--- config.mk ---
export PLATFORM = sky130hd
export DESIGN_NAME = sfdr_top
export DESIGN_NICKNAME = d
export VERILOG_FILES = /design/src/common/sfdr_pkg.sv /design/src/rtl/sfdr_fifo.sv /design/src/rtl/sfdr_top.sv
export VERILOG_INCLUDE_DIRS = /design/src /design/src/common
export SDC_FILE = /design/constraint.sdc
export NUM_CORES = 1
export LEC_CHECK = 0
export BUFFER_PORTS_ARGS = -buffer_cell sky130_fd_sc_hd__buf_2
export CORE_UTILIZATION = 50
export CTS_CLUSTER_SIZE = 16
export DETAILED_ROUTE_END_ITERATION = 10
export PLACE_DENSITY = 0.81
export SETUP_SLACK_MARGIN = 0.4
export SLEW_MARGIN = 20
export SYNTH_ARGS = -nofsm -noshare
export SYNTH_HDL_FRONTEND = slang
export SYNTH_SLANG_ARGS = --single-unit
--- constraint.sdc ---
create_clock -name clk_i -period 4.2 [get_ports clk_i]
set_input_delay 0.42 -clock clk_i [delete_from_list [all_inputs] [get_ports clk_i]]
set_output_delay 0.42 -clock clk_i [all_outputs]
set_load 0.01 [all_outputs]
--- src/common/sfdr_regs.svh ---
// Register offsets, field positions, reset values and timing counts.
// Assumes one include per compile unit and a 50 MHz system clock.
`ifndef SFDR_REGS_SVH
`define SFDR_REGS_SVH
// Register byte offsets.
`define SFDR_CMD_OFF 8'h00
`define SFDR_ENA_OFF 8'h04
`define SFDR_OPT_OFF 8'h08
`define SFDR_DMY_OFF 8'h0c
`define SFDR_EXT_OFF 8'h10
`define SFDR_RATE_OFF 8'h14
`define SFDR_ADJ_OFF 8'h18
`define SFDR_STAT_OFF 8'h1c
// Field positions in the phase enable register.
`define SFDR_ASEL_LSB 0
`define SFDR_AW_LSB 4
`define SFDR_OPE_LSB 8
`define SFDR_OW_LSB 12
`define SFDR_DME_BIT 16
`define SFDR_DW_LSB 20
// Field positions in the other registers.
`define SFDR_DMC_LSB 4
`define SFDR_EAV_LSB 8
`define SFDR_OTA_LSB 16
// Reset values and field codes.
`define SFDR_CMD_RST 8'h03
`define SFDR_ASEL_RST 4'h7
`define SFDR_ASEL_32 4'hf
`define SFDR_W_QUAD 2'h2
`define SFDR_OPE_B3 3
`define SFDR_EAC_25 3'h0
`define SFDR_ISA_RST 4'h4
`define SFDR_OTA_RST 16'h0000
// Serial clock period and its count of system clocks.
`define SFDR_CLK_NS 20
`define SFDR_SCLK_NS 160
`define SFDR_DIV_CYC (`SFDR_SCLK_NS / `SFDR_CLK_NS)
`define SFDR_HALF_CYC (`SFDR_DIV_CYC / 2)
`endif

--- src/common/sfdr_pkg.sv ---
// Types shared by the direct read controller.
// Assumes the constants header is compiled alongside.
package sfdr_pkg;
  // Sequencer phases of one flash read.
  typedef enum logic [2:0] {
    ST_IDLE, ST_CMD, ST_ADDR, ST_OPT, ST_DUMMY, ST_DATA, ST_DONE
  } sfdr_state_t;
  // Software settings that steer each read.
  typedef struct packed {
    logic [7:0] read_cmd;
    logic [3:0] addr_phase_select;
    logic [1:0] addr_phase_width;
    logic [3:0] option_byte_enable;
    logic [1:0] option_phase_width;
    logic dummy_insert_enable;
    logic [1:0] read_data_width;
    logic [31:0] option_bytes;
    logic [1:0] dummy_phase_width;
    logic [2:0] dummy_count;
    logic [2:0] extended_addr_control;
    logic [7:0] extended_addr_value;
    logic [2:0] rate_select;
    logic [3:0] input_sample_adjust;
    logic [15:0] output_timing_adjust;
  } sfdr_cfg_t;
endpackage : sfdr_pkg

--- src/rtl/sfdr_fifo.sv ---
// Synchronous FIFO with valid and ready on both sides.
// Assumes one clock and a synchronous active-high reset.
module sfdr_fifo #(
  parameter int WIDTH = 32,
  parameter int DEPTH = 16
) (
  input wire logic clk_i,
  input wire logic sys_rst_i,
  input wire logic in_valid_i,
  output logic in_ready_o,
  input wire logic [WIDTH-1:0] in_data_i,
  output logic out_valid_o,
  input wire logic out_ready_i,
  output logic [WIDTH-1:0] out_data_o,
  output logic [$clog2(DEPTH):0] count_o
);
  localparam int AW = $clog2(DEPTH);
  logic [WIDTH-1:0] mem_q [DEPTH]; // Storage words.
  logic [AW:0] wp_q, wp_d, rp_q, rp_d; // Pointers with wrap bit.
  logic push, pop;

  // Full when pointers differ only in the wrap bit.
  assign in_ready_o = !((wp_q[AW] != rp_q[AW]) &&
                        (wp_q[AW-1:0] == rp_q[AW-1:0]));
  assign out_valid_o = (wp_q != rp_q);
  assign out_data_o = mem_q[rp_q[AW-1:0]];
  assign count_o = wp_q - rp_q;
  assign push = in_valid_i && in_ready_o;
  assign pop = out_valid_o && out_ready_i;

  // Pointer advance.
  always_comb begin
    wp_d = push ? wp_q + 1'b1 : wp_q;
    rp_d = pop ? rp_q + 1'b1 : rp_q;
  end

  // Pointer and storage registers.
  always_ff @(posedge clk_i) begin
    if (sys_rst_i) begin
      wp_q <= '0;
      rp_q <= '0;
    end else begin
      wp_q <= wp_d;
      rp_q <= rp_d;
    end
    if (push) begin
      mem_q[wp_q[AW-1:0]] <= in_data_i;
    end
  end
endmodule // sfdr_fifo

--- src/rtl/sfdr_top.sv ---
// Direct read sequencer for a quad-capable serial flash.
// Assumes a 50 MHz clock, a synchronous reset and a flash in mode 0.
`include "sfdr_regs.svh"
module sfdr_top
  import sfdr_pkg::*;
(
  input wire logic clk_i,
  input wire logic sys_rst_i,
  input wire logic [7:0] reg_addr_i,
  input wire logic [31:0] reg_wdata_i,
  input wire logic reg_we_i,
  input wire logic reg_re_i,
  output logic [31:0] reg_rdata_o,
  input wire logic rd_req_i,
  input wire logic [25:0] rd_addr_i,
  output logic rd_ready_o,
  output logic rd_valid_o,
  output logic [31:0] rd_data_o,
  input wire logic rd_accept_i,
  output logic flash_serial_clock_o,
  output logic flash_select_n_o,
  output logic [3:0] flash_io_o,
  output logic [3:0] flash_io_oe_o,
  input wire logic [3:0] flash_io_i
);
  // -------------------------------------------------------------
  // Constants
  // -------------------------------------------------------------
  localparam logic [2:0] DIV_LAST = 3'(`SFDR_DIV_CYC - 1);
  localparam logic [2:0] DIV_HALF = 3'(`SFDR_HALF_CYC);
  // Boot defaults: plain read, 24-bit address, all single line.
  localparam sfdr_cfg_t CFG_RST = '{
    read_cmd: `SFDR_CMD_RST,
    addr_phase_select: `SFDR_ASEL_RST,
    input_sample_adjust: `SFDR_ISA_RST,
    output_timing_adjust: `SFDR_OTA_RST,
    default: '0
  };

  // -------------------------------------------------------------
  // Declarations
  // -------------------------------------------------------------
  sfdr_cfg_t cfg_q, cfg_d; // Software settings.
  logic [31:0] rdata_q, rdata_d; // Read data, one cycle late.
  sfdr_state_t st_q, st_d; // Sequencer phase.
  logic [2:0] div_q, div_d; // Position in one serial clock.
  logic [5:0] left_q, left_d; // Serial clocks left in phase.
  logic [31:0] shift_q, shift_d; // Outgoing bits, MSB first.
  logic [31:0] rx_q, rx_d; // Incoming data word.
  logic [31:0] faddr_q, faddr_d; // Flash address of this read.
  logic sclk_q, sclk_d; // Serial clock out.
  logic sel_n_q, sel_n_d; // Select out, active low.
  logic [3:0] io_q, io_d; // Data lines out.
  logic [3:0] oe_q, oe_d; // Data line enables.
  logic [3:0] io_m_q, io_s_q; // Two-stage line synchroniser.
  logic aquad, oquad, dquad; // Phase uses four lines.
  logic a32, opt_on, tick_end, accept, busy, wide_now, wide_nxt;
  logic push, fifo_rdy;
  logic [4:0] fifo_cnt;

  // -------------------------------------------------------------
  // Register port
  // -------------------------------------------------------------
  // Decodes writes into settings and reads into next data.
  always_comb begin
    cfg_d = cfg_q;
    rdata_d = '0;
    if (reg_we_i) begin
      if (reg_addr_i == `SFDR_CMD_OFF) begin
        cfg_d.read_cmd = reg_wdata_i[7:0];
      end else if (reg_addr_i == `SFDR_ENA_OFF) begin
        cfg_d.addr_phase_select = reg_wdata_i[`SFDR_ASEL_LSB +: 4];
        cfg_d.addr_phase_width = reg_wdata_i[`SFDR_AW_LSB +: 2];
        cfg_d.option_byte_enable = reg_wdata_i[`SFDR_OPE_LSB +: 4];
        cfg_d.option_phase_width = reg_wdata_i[`SFDR_OW_LSB +: 2];
        cfg_d.dummy_insert_enable = reg_wdata_i[`SFDR_DME_BIT];
        cfg_d.read_data_width = reg_wdata_i[`SFDR_DW_LSB +: 2];
      end else if (reg_addr_i == `SFDR_OPT_OFF) begin
        cfg_d.option_bytes = reg_wdata_i;
      end else if (reg_addr_i == `SFDR_DMY_OFF) begin
        cfg_d.dummy_phase_width = reg_wdata_i[1:0];
        cfg_d.dummy_count = reg_wdata_i[`SFDR_DMC_LSB +: 3];
      end else if (reg_addr_i == `SFDR_EXT_OFF) begin
        cfg_d.extended_addr_control = reg_wdata_i[2:0];
        cfg_d.extended_addr_value = reg_wdata_i[`SFDR_EAV_LSB +: 8];
      end else if (reg_addr_i == `SFDR_RATE_OFF) begin
        cfg_d.rate_select = reg_wdata_i[2:0];
      end else if (reg_addr_i == `SFDR_ADJ_OFF) begin
        cfg_d.input_sample_adjust = reg_wdata_i[3:0];
        cfg_d.output_timing_adjust =
          reg_wdata_i[`SFDR_OTA_LSB +: 16];
      end
    end
    if (reg_re_i) begin
      if (reg_addr_i == `SFDR_CMD_OFF) begin
        rdata_d[7:0] = cfg_q.read_cmd;
      end else if (reg_addr_i == `SFDR_ENA_OFF) begin
        rdata_d[`SFDR_ASEL_LSB +: 4] = cfg_q.addr_phase_select;
        rdata_d[`SFDR_AW_LSB +: 2] = cfg_q.addr_phase_width;
        rdata_d[`SFDR_OPE_LSB +: 4] = cfg_q.option_byte_enable;
        rdata_d[`SFDR_OW_LSB +: 2] = cfg_q.option_phase_width;
        rdata_d[`SFDR_DME_BIT] = cfg_q.dummy_insert_enable;
        rdata_d[`SFDR_DW_LSB +: 2] = cfg_q.read_data_width;
      end else if (reg_addr_i == `SFDR_OPT_OFF) begin
        rdata_d = cfg_q.option_bytes;
      end else if (reg_addr_i == `SFDR_DMY_OFF) begin
        rdata_d[1:0] = cfg_q.dummy_phase_width;
        rdata_d[`SFDR_DMC_LSB +: 3] = cfg_q.dummy_count;
      end else if (reg_addr_i == `SFDR_EXT_OFF) begin
        rdata_d[2:0] = cfg_q.extended_addr_control;
        rdata_d[`SFDR_EAV_LSB +: 8] = cfg_q.extended_addr_value;
      end else if (reg_addr_i == `SFDR_RATE_OFF) begin
        rdata_d[2:0] = cfg_q.rate_select;
      end else if (reg_addr_i == `SFDR_ADJ_OFF) begin
        rdata_d[3:0] = cfg_q.input_sample_adjust;
        rdata_d[`SFDR_OTA_LSB +: 16] = cfg_q.output_timing_adjust;
      end else if (reg_addr_i == `SFDR_STAT_OFF) begin
        rdata_d[0] = busy; // Sequencer in a read.
        rdata_d[8 +: 5] = fifo_cnt; // Words waiting.
      end
    end
  end

  // Settings and read data registers.
  always_ff @(posedge clk_i) begin
    if (sys_rst_i) begin
      cfg_q <= CFG_RST;
      rdata_q <= '0;
    end else begin
      cfg_q <= cfg_d;
      rdata_q <= rdata_d;
    end
  end
  assign reg_rdata_o = rdata_q;

  // -------------------------------------------------------------
  // Line synchroniser
  // -------------------------------------------------------------
  // Flash lines come from outside; only the second stage is read.
  always_ff @(posedge clk_i) begin
    if (sys_rst_i) begin
      io_m_q <= '0;
      io_s_q <= '0;
    end else begin
      io_m_q <= flash_io_i;
      io_s_q <= io_m_q;
    end
  end

  // -------------------------------------------------------------
  // Sequencer
  // -------------------------------------------------------------
  // Width decodes; codes other than four-line mean one line.
  assign aquad = cfg_q.addr_phase_width == `SFDR_W_QUAD;
  assign oquad = cfg_q.option_phase_width == `SFDR_W_QUAD;
  assign dquad = cfg_q.read_data_width == `SFDR_W_QUAD;
  assign a32 = cfg_q.addr_phase_select == `SFDR_ASEL_32;
  assign opt_on = cfg_q.option_byte_enable[`SFDR_OPE_B3];
  assign tick_end = div_q == DIV_LAST;
  assign busy = st_q != ST_IDLE;
  assign rd_ready_o = (st_q == ST_IDLE) && fifo_rdy;
  assign accept = rd_req_i && rd_ready_o;
  assign push = (st_q == ST_DONE) && (div_q == 3'h0);
  assign wide_now = (st_q == ST_ADDR && aquad) ||
                    (st_q == ST_OPT && oquad) ||
                    (st_q == ST_DATA && dquad);

  // Walks command, address, option, dummy and data phases.
  // Bits change as the serial clock falls and the flash samples
  // on the rise; input is taken in the last cycle of a period,
  // which hides the two-stage synchroniser delay.
  always_comb begin
    st_d = st_q;
    div_d = (st_q == ST_IDLE) ? 3'h0 : div_q + 3'h1;
    left_d = left_q;
    shift_d = shift_q;
    rx_d = rx_q;
    faddr_d = faddr_q;
    case (st_q)
      ST_IDLE: begin
        if (accept) begin
          st_d = ST_CMD;
          shift_d = {cfg_q.read_cmd, 24'h0};
          left_d = 6'd8;
          if (cfg_q.extended_addr_control == `SFDR_EAC_25) begin
            faddr_d = {cfg_q.extended_addr_value[6:0],
                       rd_addr_i[24:0]};
          end else begin
            faddr_d = {cfg_q.extended_addr_value[5:0],
                       rd_addr_i};
          end
        end
      end
      ST_DONE: begin
        if (tick_end) begin
          st_d = ST_IDLE;
        end
      end
      default: begin
        if (tick_end) begin
          // Every phase is single data rate, one step per clock.
          shift_d = wide_now ? {shift_q[27:0], 4'h0} :
                               {shift_q[30:0], 1'b0};
          left_d = left_q - 6'd1;
          if (st_q == ST_DATA) begin
            rx_d = wide_now ? {rx_q[27:0], io_s_q} :
                              {rx_q[30:0], io_s_q[1]};
          end
          if (left_q == 6'd1) begin
            if (st_q == ST_CMD) begin
              st_d = ST_ADDR;
              shift_d = a32 ? faddr_q : {faddr_q[23:0], 8'h0};
              left_d = a32 ? (aquad ? 6'd8 : 6'd32) :
                             (aquad ? 6'd6 : 6'd24);
            end else if (st_q == ST_ADDR && opt_on) begin
              st_d = ST_OPT;
              shift_d = {cfg_q.option_bytes[31:24], 24'h0};
              left_d = oquad ? 6'd2 : 6'd8;
            end else if ((st_q == ST_ADDR || st_q == ST_OPT) &&
                         cfg_q.dummy_insert_enable) begin
              st_d = ST_DUMMY;
              // One-bit dummy clocks; count code plus one.
              left_d = {3'h0, cfg_q.dummy_count} + 6'd1;
            end else if (st_q == ST_DATA) begin
              st_d = ST_DONE;
            end else begin
              st_d = ST_DATA;
              left_d = dquad ? 6'd8 : 6'd32;
            end
          end
        end
      end
    endcase
  end

  // Pin values follow the next phase so they leave flip-flops.
  always_comb begin
    wide_nxt = (st_d == ST_ADDR && aquad) ||
               (st_d == ST_OPT && oquad);
    sel_n_d = (st_d == ST_IDLE) || (st_d == ST_DONE);
    sclk_d = !sel_n_d && (div_d >= DIV_HALF);
    io_d = wide_nxt ? shift_d[31:28] : {3'h0, shift_d[31]};
    if (st_d == ST_CMD || st_d == ST_ADDR || st_d == ST_OPT) begin
      oe_d = wide_nxt ? 4'hf : 4'h1;
    end else begin
      oe_d = 4'h0; // Dummy and data leave the lines to the flash.
    end
  end

  // Sequencer registers.
  always_ff @(posedge clk_i) begin
    if (sys_rst_i) begin
      st_q <= ST_IDLE;
      div_q <= '0;
      left_q <= '0;
      shift_q <= '0;
      rx_q <= '0;
      faddr_q <= '0;
      sclk_q <= 1'b0;
      sel_n_q <= 1'b1;
      io_q <= '0;
      oe_q <= '0;
    end else begin
      st_q <= st_d;
      div_q <= div_d;
      left_q <= left_d;
      shift_q <= shift_d;
      rx_q <= rx_d;
      faddr_q <= faddr_d;
      sclk_q <= sclk_d;
      sel_n_q <= sel_n_d;
      io_q <= io_d;
      oe_q <= oe_d;
    end
  end
  assign flash_serial_clock_o = sclk_q;
  assign flash_select_n_o = sel_n_q;
  assign flash_io_o = io_q;
  assign flash_io_oe_o = oe_q;

  // -------------------------------------------------------------
  // Read data buffer
  // -------------------------------------------------------------
  // A read starts only with room, so the push is never refused.
  sfdr_fifo #(
    .WIDTH(32),
    .DEPTH(16)
  ) u_fifo (
    .clk_i(clk_i),
    .sys_rst_i(sys_rst_i),
    .in_valid_i(push),
    .in_ready_o(fifo_rdy),
    .in_data_i(rx_q),
    .out_valid_o(rd_valid_o),
    .out_ready_i(rd_accept_i),
    .out_data_o(rd_data_o),
    .count_o(fifo_cnt)
  );
endmodule // sfdr_top

; ---- After elaboration in Yosys (flattened, before gate mapping)
; Memory sizes are Yosys's and may differ from the RTL's. A register that Yosys moved wholly into a read port is not among the register bits.
; Cells that the tools add are included.
[word_totals]
register_bits = 262
mem_bits_rw = 512
elab_cells = 192
n_memories = 1
[op_classes]
add_sub_neg = 6
order_cmp = 1
n_eq_ne = 26
n_mux = 67
bitwise_logic = 11
reduce_logical = 46
[memory_table]
columns = memory, words, word_bits, rd, rd_ports_with_merged_regs, write_ports, line_no
row1 = u_fifo.mem_q, 16, 32, 1, 1, 1, sfdr_fifo.sv:18  ; logic [WIDTH-1:0] mem_q [DEPTH];
[op_table]
columns = cell, count
row1 = 32-bit 2-to-1 mux, 9
row2 = 6-bit 2-to-1 mux, 12
row3 = 32-bit one-hot mux with 2 select lines, 1
row4 = 16-bit 2-to-1 mux, 3
row5 = 24-bit 2-to-1 mux, 2
row6 = 3-bit 2-to-1 mux, 12
row7 = 8-bit by 5-bit == test with 1-bit output (second input constant), 4
row8 = 5-bit 2-to-1 mux, 5
row9 = 8-bit by 4-bit == test with 1-bit output (second input constant), 2
row10 = 4-bit 2-to-1 mux, 4
row11 = 1-bit logical AND, 14
row12 = 3-bit by 2-bit == test with 1-bit output (second input constant), 4
row13 = 3-bit == test (second input constant), 4
row14 = 3-bit zero test, 4
row15 = 2-bit 2-to-1 mux, 6
row16 = 6-bit one-hot mux with 2 select lines, 1
row17 = 1-bit inverter, 11
row18 = 5-bit by 1-bit adder with 5-bit output (second input constant), 2
row19 = 1-bit 2-to-1 mux, 9
row20 = 3-bit AND reduction, 3
row21 = 8-bit by 3-bit == test with 1-bit output (second input constant), 1
row22 = 8-bit zero test, 1
row23 = 8-bit 2-to-1 mux, 1
row24 = 8-bit AND reduction, 1
row25 = other kinds (27), 41

; ---- Logic depth before layout (Yosys ltp)
; Gate-level depths: netlist (run 1).
[logic_depth]
ltp_word = 14
mapped_depth = 10

; ---- Hierarchy
; Synthesis (run 1) repeated with hierarchy kept, for this count alone.
[unflattened]
hier_cells = 2137
area_unflattened_um2 = 30805.8
[modules_own_cells]
columns = module, instances, cells_each, area_each_um2, seq_area_each_um2
row1 = sfdr_fifo, 1, 889, 19951.6, 15655.0
row2 = sfdr_top, 1, 1248, 10854.2, 5004.8

; ---- Worst setup path after synthesis (run 1)
; Ideal clock, no wire load.
[synth_timing]
path_kind = register to register
start = register u_fifo.rp_q[2]
end = memory u_fifo.mem_q[1][0], enable pin
setup_time_ps = 461
t_arrival_ps = 4027
required_ps = 3739
path_slack_ps = -288
path_stages_with_launch = 8
path_buffers = 1
synth_period_minus_slack_ps = 4488
path_cell_list = dfxtp_1 inv_1 ha_1 and4_1 clkbuf_1 a2111oi_4 nand2_1 nor3_1
[synth_via]
elab_chain_len = 6
[synth_lines]
columns = item, line_no
row1 = "start, declared", sfdr_fifo.sv:19  ; logic [AW:0] wp_q, wp_d, rp_q, rp_d;
row2 = "start signal, assigned", sfdr_fifo.sv:44  ; rp_q <= rp_d;
row3 = 4-bit == test, sfdr_fifo.sv:24  ; (wp_q[AW-1:0] == rp_q[AW-1:0]));
row4 = 1-bit logical AND, sfdr_fifo.sv:23  ; assign in_ready_o = !((wp_q[AW] != rp_q[AW]) &&
row5 = 1-bit zero test, sfdr_fifo.sv:23
row6 = 1-bit logical AND, sfdr_fifo.sv:28  ; assign push = in_valid_i && in_ready_o;
row7 = 1-bit 2-to-1 mux, sfdr_fifo.sv:46  ; if (push) begin
row8 = 1-bit 2-to-1 mux (not written as such), sfdr_fifo.sv:47  ; mem_q[wp_q[AW-1:0]] <= in_data_i;
row9 = "end, declared", sfdr_fifo.sv:18
; Every way passes these cells.

==> qor.json, run 1 <==
{
  "status": {
    "run_status": "finished, final reports clean"
  },
  "placed_design": {
    "detailedPlacementHpwl_mm": 44.4,
    "gpl.final_weighted_congestion": 0.892,
    "port_buffers": 151,
    "numPlacedInstances": 2942
  },
  "timing": {
    "fin_crit_ps": 3600,
    "max_slew.worst_pin.slew_ps": 1080,
    "rsz0062_at_grt": "no",
    "hold_violations": 0,
    "hold_slack_ps": 36.2,
    "fin_setup_tns_ps": 0,
    "finalSetupViolations": 0,
    "final_min_period_over_clock_period_pct": 85.7,
    "report.final.slew_viol_count": 0,
    "fmaxAchievable_mhz": 278,
    "max-slew-margin-rel_pct": 27.9,
    "final.setup_skew_ps": 24.7
  },
  "worst_setup_path": {
    "crit_path_top_delay_cell": "dfxtp_4",
    "worstReg2RegStart": "u_fifo.wp_q[2]$_SDFFE_PP0P_",
    "worstPathRequired_ps": 3780,
    "arrival_ps": 3180,
    "setup.reg_to_reg.worst_slack_ps": 640,
    "critPathTopFamily": "multiplexers",
    "slowest_delay_ps": 850,
    "critical-path-top-cell-by-count": "mux4_2",
    "critical_path_peak_fanout": 34,
    "cp_cell_sequence": "buf_12 > mux4_2 > mux4_2 > buf_2",
    "timing.setup.critical_path_class": "reg2out",
    "worstSetupStartpointType": "register",
    "crit_buf_inv": 2,
    "worst_setup_path_end_kind": "output pin"
  },
  "power_and_ir_drop": {
    "power.leakage_nw": 11.6,
    "ir_worst_vdd_v": 0.000345,
    "power_per_cell_area_nw_per_um2": 438
  },
  "die": {
    "initial_utilization_pct": 50.8,
    "floorplan.die_area_um2": 62700,
    "fp.dieH_um": 250,
    "row_count": 90,
    "die_width_um": 250,
    "io_pins": 152,
    "floorplan.core_area_um2": 60700
  },
  "global_route": {
    "global_route.overflow_total": 0,
    "largest_net_degree_at_the_start_of_global_routing": 102,
    "grt_util_all_layers_pct": 24.3,
    "grt_pass1_vias": 19300,
    "antenna_found_initial": 0,
    "grt_pass1_wl_mm": 115
  },
  "synthesis": {
    "complex_gate_fraction_of_the_synthesized_area_pct": 7.71,
    "async_flop_share_pct": 0,
    "netlist_area_um2": 30800,
    "syn-mean-instance-area_um2": 14.7,
    "synthMuxAreaShare_pct": 13.8,
    "sequential_share_of_the_synthesized_area_pct": 67.0,
    "yosys.area_share.adder_pct": 0.795,
    "postSynthCellCount": 2104,
    "synth_xor_xnor_area_share_pct": 0.511,
    "synth_top_family_by_area": "multiplexers",
    "synth-simple-area-share_pct": 7.87,
    "synth_enable_flop_cells": 512,
    "ff_latch_count_synth": 776,
    "syn-num-nets": 2199,
    "synth_cell_type_count": 76,
    "synth.yosys.warnings": 0,
    "synth_flop_cell": "edfxtp_1"
  },
  "clock_network": {
    "post_cts.resized_instances": 0,
    "cts.htree.levels": 3,
    "cts_tree": "built",
    "clock_transition_at_path_regs_ps": 60,
    "clk_path_buf_depth": 3,
    "clock-sinks": 776,
    "hold_bufs_at_cts": 0,
    "cts.repair_timing.setup_buffer_count": 0,
    "worst_skew_pair.late_latency_ps": 630,
    "cts_buffers": 78,
    "clock_tree.root_cell": "clkbuf_16"
  },
  "job": {
    "drv_cap": 0
  },
  "final_layout": {
    "area.growth.synth_to_final_pct": 14.1,
    "multiInputGateArea_um2": 9610,
    "filler_cell_count": 4394,
    "nets": 2335,
    "area.sequential_um2": 20700,
    "share_of_layout_cells_above_drive_strength_1_pct": 22.7,
    "antenna_cells_inserted": 0,
    "fin_cells": 3087
  },
  "detailed_routing": {
    "drt_wl_total_mm": 76.0,
    "number_of_search_and_repair_iterations_in_the_first_detailed_routing_pass": 6,
    "route.vias.total": 19200,
    "routed_wire_length_per_instance_um": 24.6,
    "route.antenna.remaining_nets": 0,
    "drtIter0Drc": 1959,
    "drcViolationCount": 0,
    "route.detailed.vias_per_inst": 6.23
  },
  "hold_path": {
    "min-delay-path-class": "in2reg",
    "worst_hold_startpoint": "reg_wdata_i[19]"
  }
}
through the flow:
step           setup WS (ps)  total power [mW]  cell area [um2]  utilization [%]
2_1_floorplan           -287              8.40            30800                -
3_3_place_gp             860              8.50            32600             53.7
3_5_place_dp             730              8.50            32600             53.7
5_1_grt                  429              15.8            35200             58.0
4_1_cts                  512              15.5            35200             58.0
6_report                 600              15.4            35200             58.0
cell type report:
type	instances	share of cell area (%)
clock buffers	105	6.04
clock inverters	40	1.37
inverters	21	0.224
multi-input cells	1166	27.3
flip-flops and latches	776	58.7
well taps	782	2.78
repair buffers	197	3.54
cell families after synthesis:
kind of cell               count (synthesis)
DFF                                      776
and+or+nand+nor                          554
AOI/OAI and AO/OA                        350
muxes                                    225
buffers and inverters                    162
adders and majority gates                 19
xor gates and xnor gates                  18
flip-flops by register name, indices dropped and copies added, names as in the netlist, named ones only:
register / flops
left_q: 6
flash_serial_clock_o: 1
io_m_q: 4
io_s_q: 4
flash_io_o: 4
u_fifo.rp_q: 5
st_q: 3
rx_q: 32
div_q: 3
shift_q: 32
u_fifo.wp_q: 5
flash_select_n_o: 1
faddr_q: 32
flash_io_oe_o: 2
cfg_q: 94
u_fifo.mem_q: 512
reg_rdata_o: 32
Yosys cell counts (all sizes together), types with 24 or more instances:
library cell | number | area share (%)
edfxtp | 512 | 50
nand3 | 30 | 0.49
o22ai | 24 | 0.49
nor2 | 133 | 1.7
a311oi | 33 | 0.94
a21oi | 134 | 2.2
nand2 | 298 | 3.6
mux4 | 160 | 12
mux2i | 63 | 2.0
dfxtp | 264 | 17
clkbuf | 80 | 0.97
buf | 61 | 1.1
a22oi | 40 | 0.97
worst reg2reg max path, stage by stage, from the launching register on:
cell	delay, ps
dfxtp_1	620
ha_1	380
and4_1	320
a2111oi_4	650
nand2_1	380
nor2_4	630
buf_12	280
routing by layer:
layer / vias to the layer above / wire [um] / GRT usage, %
li1: 8312 / - / -
met4: 0 / 2930 / 9.87
met2: 1075 / 38300 / 41.4
met1: 9648 / 28400 / 30.3
met3: 186 / 6340 / 4.98
met5: - / 0 / 0
where the power goes:
part           total [mW]  internal [mW]  switching (mW)
registers            8.10           8.07          0.0311
logic               0.247         0.0808           0.166
clock network        7.07           4.10            2.98
final timing paths:
| path | endpoint | depth (start not counted) |
|---|---|---|
| setup / recovery | rd_data_o[18] | 4 |
| hold / removal | cfg_q[3]$_SDFFE_PP0P_ | 3 |
| setup reg to reg | u_fifo.mem_q[6][1]$_DFFE_PP_ | 6 |
| hold reg to reg | io_s_q[1]$_SDFF_PP0_ | 1 |
layout by cell type, fill, tap and decap left out, types with 33 or more instances in the layout:
cell type | Yosys | final
edfxtp_1 | 512 | 512
nand2_1 | 297 | 297
dfxtp_1 | 264 | 260
mux4_2 | 160 | 160
buf_2 | 33 | 150
a21oi_1 | 134 | 134
nor2_1 | 129 | 116
clkbuf_16 | 0 | 79
mux2i_1 | 63 | 63
a22oi_1 | 40 | 40
buf_4 | 8 | 35
a311oi_1 | 33 | 33
(Power assumes the default switching activity.)
==> run 2: changes to the inputs <==
--- a/config.mk
+++ b/config.mk
@@ -11,6 +11,7 @@
 export CTS_CLUSTER_SIZE = 16
 export DETAILED_ROUTE_END_ITERATION = 10
 export PLACE_DENSITY = 0.81
+export RECOVER_POWER = 25
 export SETUP_SLACK_MARGIN = 0.4
 export SLEW_MARGIN = 20
 export SYNTH_ARGS = -nofsm -noshare
==> run 2 against run 1 <==
  * The run now ends with max-capacitance violations, max-slew violations left
  * Critical path depth unchanged
  * Register-to-register slack got worse by 20 ps
  * Total power about the same
  * Clock power about the same
  * Fmax decreased by 0.11%
  * Final area about the same
  * First-iteration DRC count increased by 0.46%
  * Sequential power about the same
  * Die area unchanged
  * Flip-flop and latch count unchanged
  * Global-route usage unchanged
  * Combinational power about the same
  * Largest cell class unchanged
==> qor.json, run 2 (same netlist as run 1, synthesis figures left out) <==
{
  "global_route": {
    "grt_pass1_vias": 19300,
    "grt_pass1_wl_mm": 115,
    "global_route.overflow_total": 0,
    "largest_net_degree_at_the_start_of_global_routing": 102,
    "antenna_found_initial": 0,
    "grt_util_all_layers_pct": 24.3
  },
  "power_and_ir_drop": {
    "power.leakage_nw": 11.6,
    "comb_power_share_pct": 1.6,
    "p_sw_mw": 3.18,
    "power_frac_clock_pct": 45.9,
    "swShare_pct": 20.6,
    "power_per_cell_area_nw_per_um2": 438,
    "ir_worst_vdd_v": 0.000344,
    "p_int_mw": 12.2,
    "power.sequential.fraction_pct": 52.5
  },
  "job": {
    "drv_cap": 2
  },
  "placed_design": {
    "placedInstanceArea_um2": 32600,
    "dpl_worst_slack_ps": 730,
    "numPlacedInstances": 2942,
    "detailedPlacementHpwl_mm": 44.4,
    "port_buffers": 151,
    "gpl.final_weighted_congestion": 0.892
  },
  "clock_network": {
    "clock-sinks": 776,
    "clock_transition_at_path_regs_ps": 60,
    "cts_buffers": 78,
    "cts.htree.levels": 3,
    "clock_tree.root_cell": "clkbuf_16",
    "clk_path_buf_depth": 3,
    "post_cts.resized_instances": 0,
    "cts.repair_timing.setup_buffer_count": 0,
    "worst_skew_pair.late_latency_ps": 640,
    "hold_bufs_at_cts": 0,
    "cts_tree": "built"
  },
  "timing": {
    "max_slew.worst_pin.slew_ps": 1740,
    "hold_violations": 0,
    "finalSetupViolations": 0,
    "final.setup_skew_ps": 22.8,
    "final_worst_setup_slack_ps": 596,
    "report.final.slew_viol_count": 108,
    "rsz0062_at_grt": "no",
    "fmaxAchievable_mhz": 277,
    "final_min_period_over_clock_period_pct": 85.8,
    "fin_crit_ps": 3600,
    "max-slew-margin-rel_pct": -15.8
  },
  "worst_setup_path": {
    "worstPathRequired_ps": 3780,
    "timing.setup.critical_path_class": "reg2out",
    "crit_path_top_delay_cell": "dfxtp_4",
    "worst_setup_path_end_kind": "output pin",
    "crit_buf_inv": 2,
    "critical_path_peak_fanout": 34,
    "arrival_ps": 3180,
    "worstSetupStartpointType": "register",
    "slowest_delay_ps": 850,
    "critPathTopFamily": "multiplexers",
    "critical-path-top-cell-by-count": "mux4_2",
    "cp_cell_sequence": "buf_12 > mux4_2 > mux4_2 > buf_2"
  },
  "die": {
    "row_count": 90,
    "die_width_um": 250,
    "fp.dieH_um": 250,
    "floorplan.die_area_um2": 62700,
    "io_pins": 152,
    "floorplan.core_area_um2": 60700,
    "initial_utilization_pct": 50.8
  },
  "detailed_routing": {
    "drcViolationCount": 0,
    "route.antenna.remaining_nets": 0,
    "routed_wire_length_per_instance_um": 24.6,
    "number_of_search_and_repair_iterations_in_the_first_detailed_routing_pass": 5,
    "route.vias.total": 19200,
    "route.detailed.vias_per_inst": 6.23,
    "drtIter0Drc": 1968,
    "drt_wl_total_mm": 76.0
  },
  "final_layout": {
    "layout_common_cells": "edfxtp_1, nand2_1, dfxtp_1",
    "fin_cells": 3087,
    "final_util_pct": 58.0,
    "antenna_cells_inserted": 0,
    "layout_commonest_cell": "edfxtp_1",
    "area.growth.synth_to_final_pct": 14.1,
    "filler_cell_count": 4398,
    "largest_reg_flops": 512,
    "final_cell_area_um2": 35200,
    "nets": 2335,
    "share_of_layout_cells_above_drive_strength_1_pct": 22.6
  },
  "hold_path": {
    "min-delay-path-class": "in2reg"
  },
  "status": {
    "run_status": "complete, but fails checks",
    "violations_in_the_final_reports": "max-capacitance violations, max-slew violations"
  }
}
[run 2: changes by cell type in the layout (fill, tap and decap cells not counted)]
| cell | delta |
|---|---|
| buf_4 | -1 |
| buf_6 | -1 |
| clkbuf_2 | +1 |
| clkbuf_1 | +1 |
[run 2: power groups by stage]
stage,sequential (mW),clock [mW],combinational (mW)
5_1_grt,8.10,7.43,0.267
3_3_place_gp,8.26,0,0.235
2_1_floorplan,8.25,0,0.150
3_5_place_dp,8.26,0,0.243
4_1_cts,8.10,7.15,0.245
6_report,8.10,7.08,0.246
[run 2: cell type report]
class | instances | area (um2) | area share, %
clock inverter | 40 | 483 | 1.37
sequential | 776 | 20700 | 58.8
tap | 782 | 978 | 2.78
multi-input combinational | 1166 | 9610 | 27.3
inverter | 21 | 78.8 | 0.224
timing repair buffer | 197 | 1230 | 3.51
clock buffer | 105 | 2120 | 6.04
[run 2: per-layer routing]
layer	share of wire (%)	vias up	GRT usage (%)
li1	-	8321	-
met1	37	9686	30.3
met2	50	1028	41.4
met3	8.4	191	4.98
met4	3.9	0	9.87
met5	0	-	0
[run 2: worst paths after layout]
kind              cells after the start  slack, ps                      endpoint                   startpoint
hold / removal                        3         40         cfg_q[3]$_SDFFE_PP0P_              reg_wdata_i[19]
hold reg to reg                       1        450          io_s_q[1]$_SDFF_PP0_         io_m_q[1]$_SDFF_PP0_
setup / recovery                      4        600                 rd_data_o[18]                     register
setup reg to reg                      6        620  u_fifo.mem_q[6][1]$_DFFE_PP_  u_fifo.wp_q[2]$_SDFFE_PP0P_
[run 2: metrics by stage]
step | TNS (ps) | hold slack (ps) | power [mW]
after floorplan | -26780 | 414 | 8.40
after global placement | 0 | 431 | 8.50
after detailed placement | 0 | 433 | 8.50
after CTS | 0 | 12.8 | 15.5
after global routing | 0 | 26.2 | 15.8
final | 0 | 35.7 | 15.4
[run 2: worst reg2reg max path, delay by kind of cell (launching register included)]
kind / cells / cell delay, ps
adders and majority gates: 1 / 380
DFF: 1 / 630
and+or+nand+nor: 3 / 1330
buffers and inverters: 1 / 280
AOI/OAI and AO/OA: 1 / 650
==> run 3: changes to the inputs <==
--- a/config.mk
+++ b/config.mk
@@ -6,11 +6,11 @@
 export SDC_FILE = /design/constraint.sdc
 export NUM_CORES = 1
 export LEC_CHECK = 0
-export BUFFER_PORTS_ARGS = -buffer_cell sky130_fd_sc_hd__buf_2
 export CORE_UTILIZATION = 50
 export CTS_CLUSTER_SIZE = 16
 export DETAILED_ROUTE_END_ITERATION = 10
-export PLACE_DENSITY = 0.81
+export DONT_BUFFER_PORTS = 1
+export PLACE_DENSITY = 0.76
 export RECOVER_POWER = 25
 export SETUP_SLACK_MARGIN = 0.4
 export SLEW_MARGIN = 20
==> constraint.sdc (replaced) <==
create_clock -name clk_i -period 4.1 [get_ports clk_i]
set_input_delay 0.41 -clock clk_i [delete_from_list [all_inputs] [get_ports clk_i]]
set_output_delay 0.41 -clock clk_i [all_outputs]
set_load 0.01 [all_outputs]
==> run 3 against run 2 <==
  * Final cell count is 2.9% lower
  * Via count is 2.8% lower
  * Critical endpoint is now u_fifo.mem_q[1][17]$_DFFE_PP_
  * Combinational power barely moved
  * The run still ends with max-capacitance violations, max-slew violations left
==> qor.json, run 3 (same netlist as run 1, synthesis figures left out) <==
{
  "status": {
    "run_status": "complete, but fails checks",
    "violations_in_the_final_reports": "max-capacitance violations, max-slew violations"
  },
  "die": {
    "fp.dieH_um": 250,
    "die_width_um": 250,
    "initial_utilization_pct": 50.8,
    "io_pins": 152,
    "floorplan.core_area_um2": 60700,
    "floorplan.die_area_um2": 62700,
    "row_count": 90
  },
  "detailed_routing": {
    "drt_wl_total_mm": 76.9,
    "route.antenna.remaining_nets": 0,
    "route.detailed.vias_per_inst": 6.23,
    "drcViolationCount": 0,
    "route.vias.total": 18700,
    "number_of_search_and_repair_iterations_in_the_first_detailed_routing_pass": 8,
    "drtIter0Drc": 1842,
    "routed_wire_length_per_instance_um": 25.7
  },
  "global_route": {
    "global_route.overflow_total": 0,
    "largest_net_degree_at_the_start_of_global_routing": 199,
    "grt_pass1_wl_mm": 115,
    "grt_util_all_layers_pct": 24.5,
    "grt_pass1_vias": 18900,
    "antenna_found_initial": 6
  },
  "clock_network": {
    "clock-sinks": 776,
    "clock_transition_at_path_regs_ps": 70,
    "cts_buffers": 77,
    "hold_bufs_at_cts": 69,
    "clock_tree.root_cell": "clkbuf_16",
    "cts_tree": "built",
    "clk_path_buf_depth": 3,
    "cts.htree.levels": 3,
    "cts.repair_timing.setup_buffer_count": 0,
    "worst_skew_pair.late_latency_ps": 660,
    "post_cts.resized_instances": 0
  },
  "worst_setup_path": {
    "cp_cell_sequence": "ha_1 > and4_1 > a2111oi_4 > nand2_1 > nor3_4 > buf_4",
    "worstSetupStartpointType": "register",
    "crit_buf_inv": 1,
    "slowest_delay_ps": 670,
    "critical_path.reg2reg.endpoint": "u_fifo.mem_q[1][17]$_DFFE_PP_",
    "timing.setup.critical_path_class": "reg2reg",
    "critical_path_peak_fanout": 32,
    "arrival_ps": 3780,
    "critPathTopFamily": "simple AND/OR/NAND/NOR gates",
    "worst_setup_path_end_kind": "register",
    "worstPathRequired_ps": 4370,
    "timing.reg2reg.worst_path_depth": 6,
    "worstReg2RegStart": "u_fifo.wp_q[3]$_SDFFE_PP0P_",
    "setup.reg_to_reg.worst_slack_ps": 600,
    "crit_path_top_delay_cell": "a2111oi_4"
  },
  "final_layout": {
    "layout_common_cells": "edfxtp_1, nand2_1, dfxtp_1",
    "multiInputGateArea_um2": 9610,
    "fin_cells": 2999,
    "area.growth.synth_to_final_pct": 13.7,
    "largest_reg_flops": 512,
    "area.sequential_um2": 20700,
    "share_of_layout_cells_above_drive_strength_1_pct": 16.9,
    "layout_commonest_cell": "edfxtp_1",
    "nets": 2249,
    "filler_cell_count": 4415
  },
  "power_and_ir_drop": {
    "ir_worst_vdd_v": 0.000374,
    "power_per_cell_area_nw_per_um2": 450,
    "power.leakage_nw": 11.2
  },
  "timing": {
    "final_worst_setup_slack_ps": 598,
    "fin_setup_tns_ps": 0,
    "final.setup_skew_ps": 34.2,
    "hold_violations": 0,
    "final_min_period_over_clock_period_pct": 85.4,
    "report.final.slew_viol_count": 199,
    "max-slew-margin-rel_pct": -146,
    "fmaxAchievable_mhz": 286,
    "max_slew.worst_pin.slew_ps": 3690,
    "finalSetupViolations": 0,
    "fin_crit_ps": 3500,
    "rsz0062_at_grt": "no"
  },
  "hold_path": {
    "worstHoldEndpoint": "cfg_q[84]$_SDFFE_PP1P_",
    "worst_hold_startpoint": "reg_we_i",
    "min-delay-path-class": "in2reg",
    "holdPathStages": 2
  },
  "job": {
    "drv_cap": 1
  },
  "placed_design": {
    "dpl_worst_slack_ps": 709,
    "port_buffers": 0,
    "numPlacedInstances": 2788,
    "detailedPlacementHpwl_mm": 45.1,
    "gpl.final_weighted_congestion": 0.895
  }
}
==> run 3: where the power goes <==
| group | switching (mW) | internal (mW) |
|---|---|---|
| clock network | 3.07 | 4.17 |
| logic | 0.152 | 0.0972 |
| registers | 0.0330 | 8.26 |
| total | 3.26 | 12.5 |
==> run 3: worst max-delay path by stage <==
stage	to	slack (ps)	depth (start not counted)	startpoint
floorplan	u_fifo.mem_q[0][0]$_DFFE_PP_	-390	7	u_fifo.rp_q[2]$_SDFFE_PP0P_
global placement	u_fifo.mem_q[10][28]$_DFFE_PP_	800	6	u_fifo.wp_q[3]$_SDFFE_PP0P_
detailed placement	u_fifo.mem_q[1][15]$_DFFE_PP_	710	6	u_fifo.wp_q[3]$_SDFFE_PP0P_
CTS	rd_data_o[8]	550	3	register
global route	u_fifo.mem_q[1][8]$_DFFE_PP_	450	6	u_fifo.wp_q[3]$_SDFFE_PP0P_
finish	u_fifo.mem_q[1][17]$_DFFE_PP_	600	6	u_fifo.wp_q[3]$_SDFFE_PP0P_
==> run 3: area by class of cell <==
class / instances / share of cell area (%)
Antenna cell: 3 / 0.0214
Clock buffer: 98 / 5.96
Clock inverter: 41 / 1.52
Inverter: 21 / 0.225
Multi-Input combinational cell: 1166 / 27.4
Sequential cell: 776 / 59.0
Tap cell: 782 / 2.79
Timing Repair Buffer: 112 / 3.09
==> run 3: layer usage <==
layer | track usage, % | up-vias | routed length, um
met5 | 0.309 | - | 13
met4 | 8.33 | 2 | 2150
met3 | 5.53 | 143 | 6290
met2 | 41.4 | 943 | 38600
met1 | 31.1 | 9460 | 29900
li1 | - | 8135 | -
==> run 3: per-stage QoR <==
stage	hold slack, ps	instance area [um2]	util (%)	power (mW)
2_1_floorplan	414	30800	-	8.60
3_3_place_gp	429	31700	52.3	8.61
3_5_place_dp	434	31700	52.3	8.61
4_1_cts	5.66	35100	57.8	15.8
5_1_grt	30.6	35000	57.7	16.2
6_report	30.6	35000	57.7	15.8
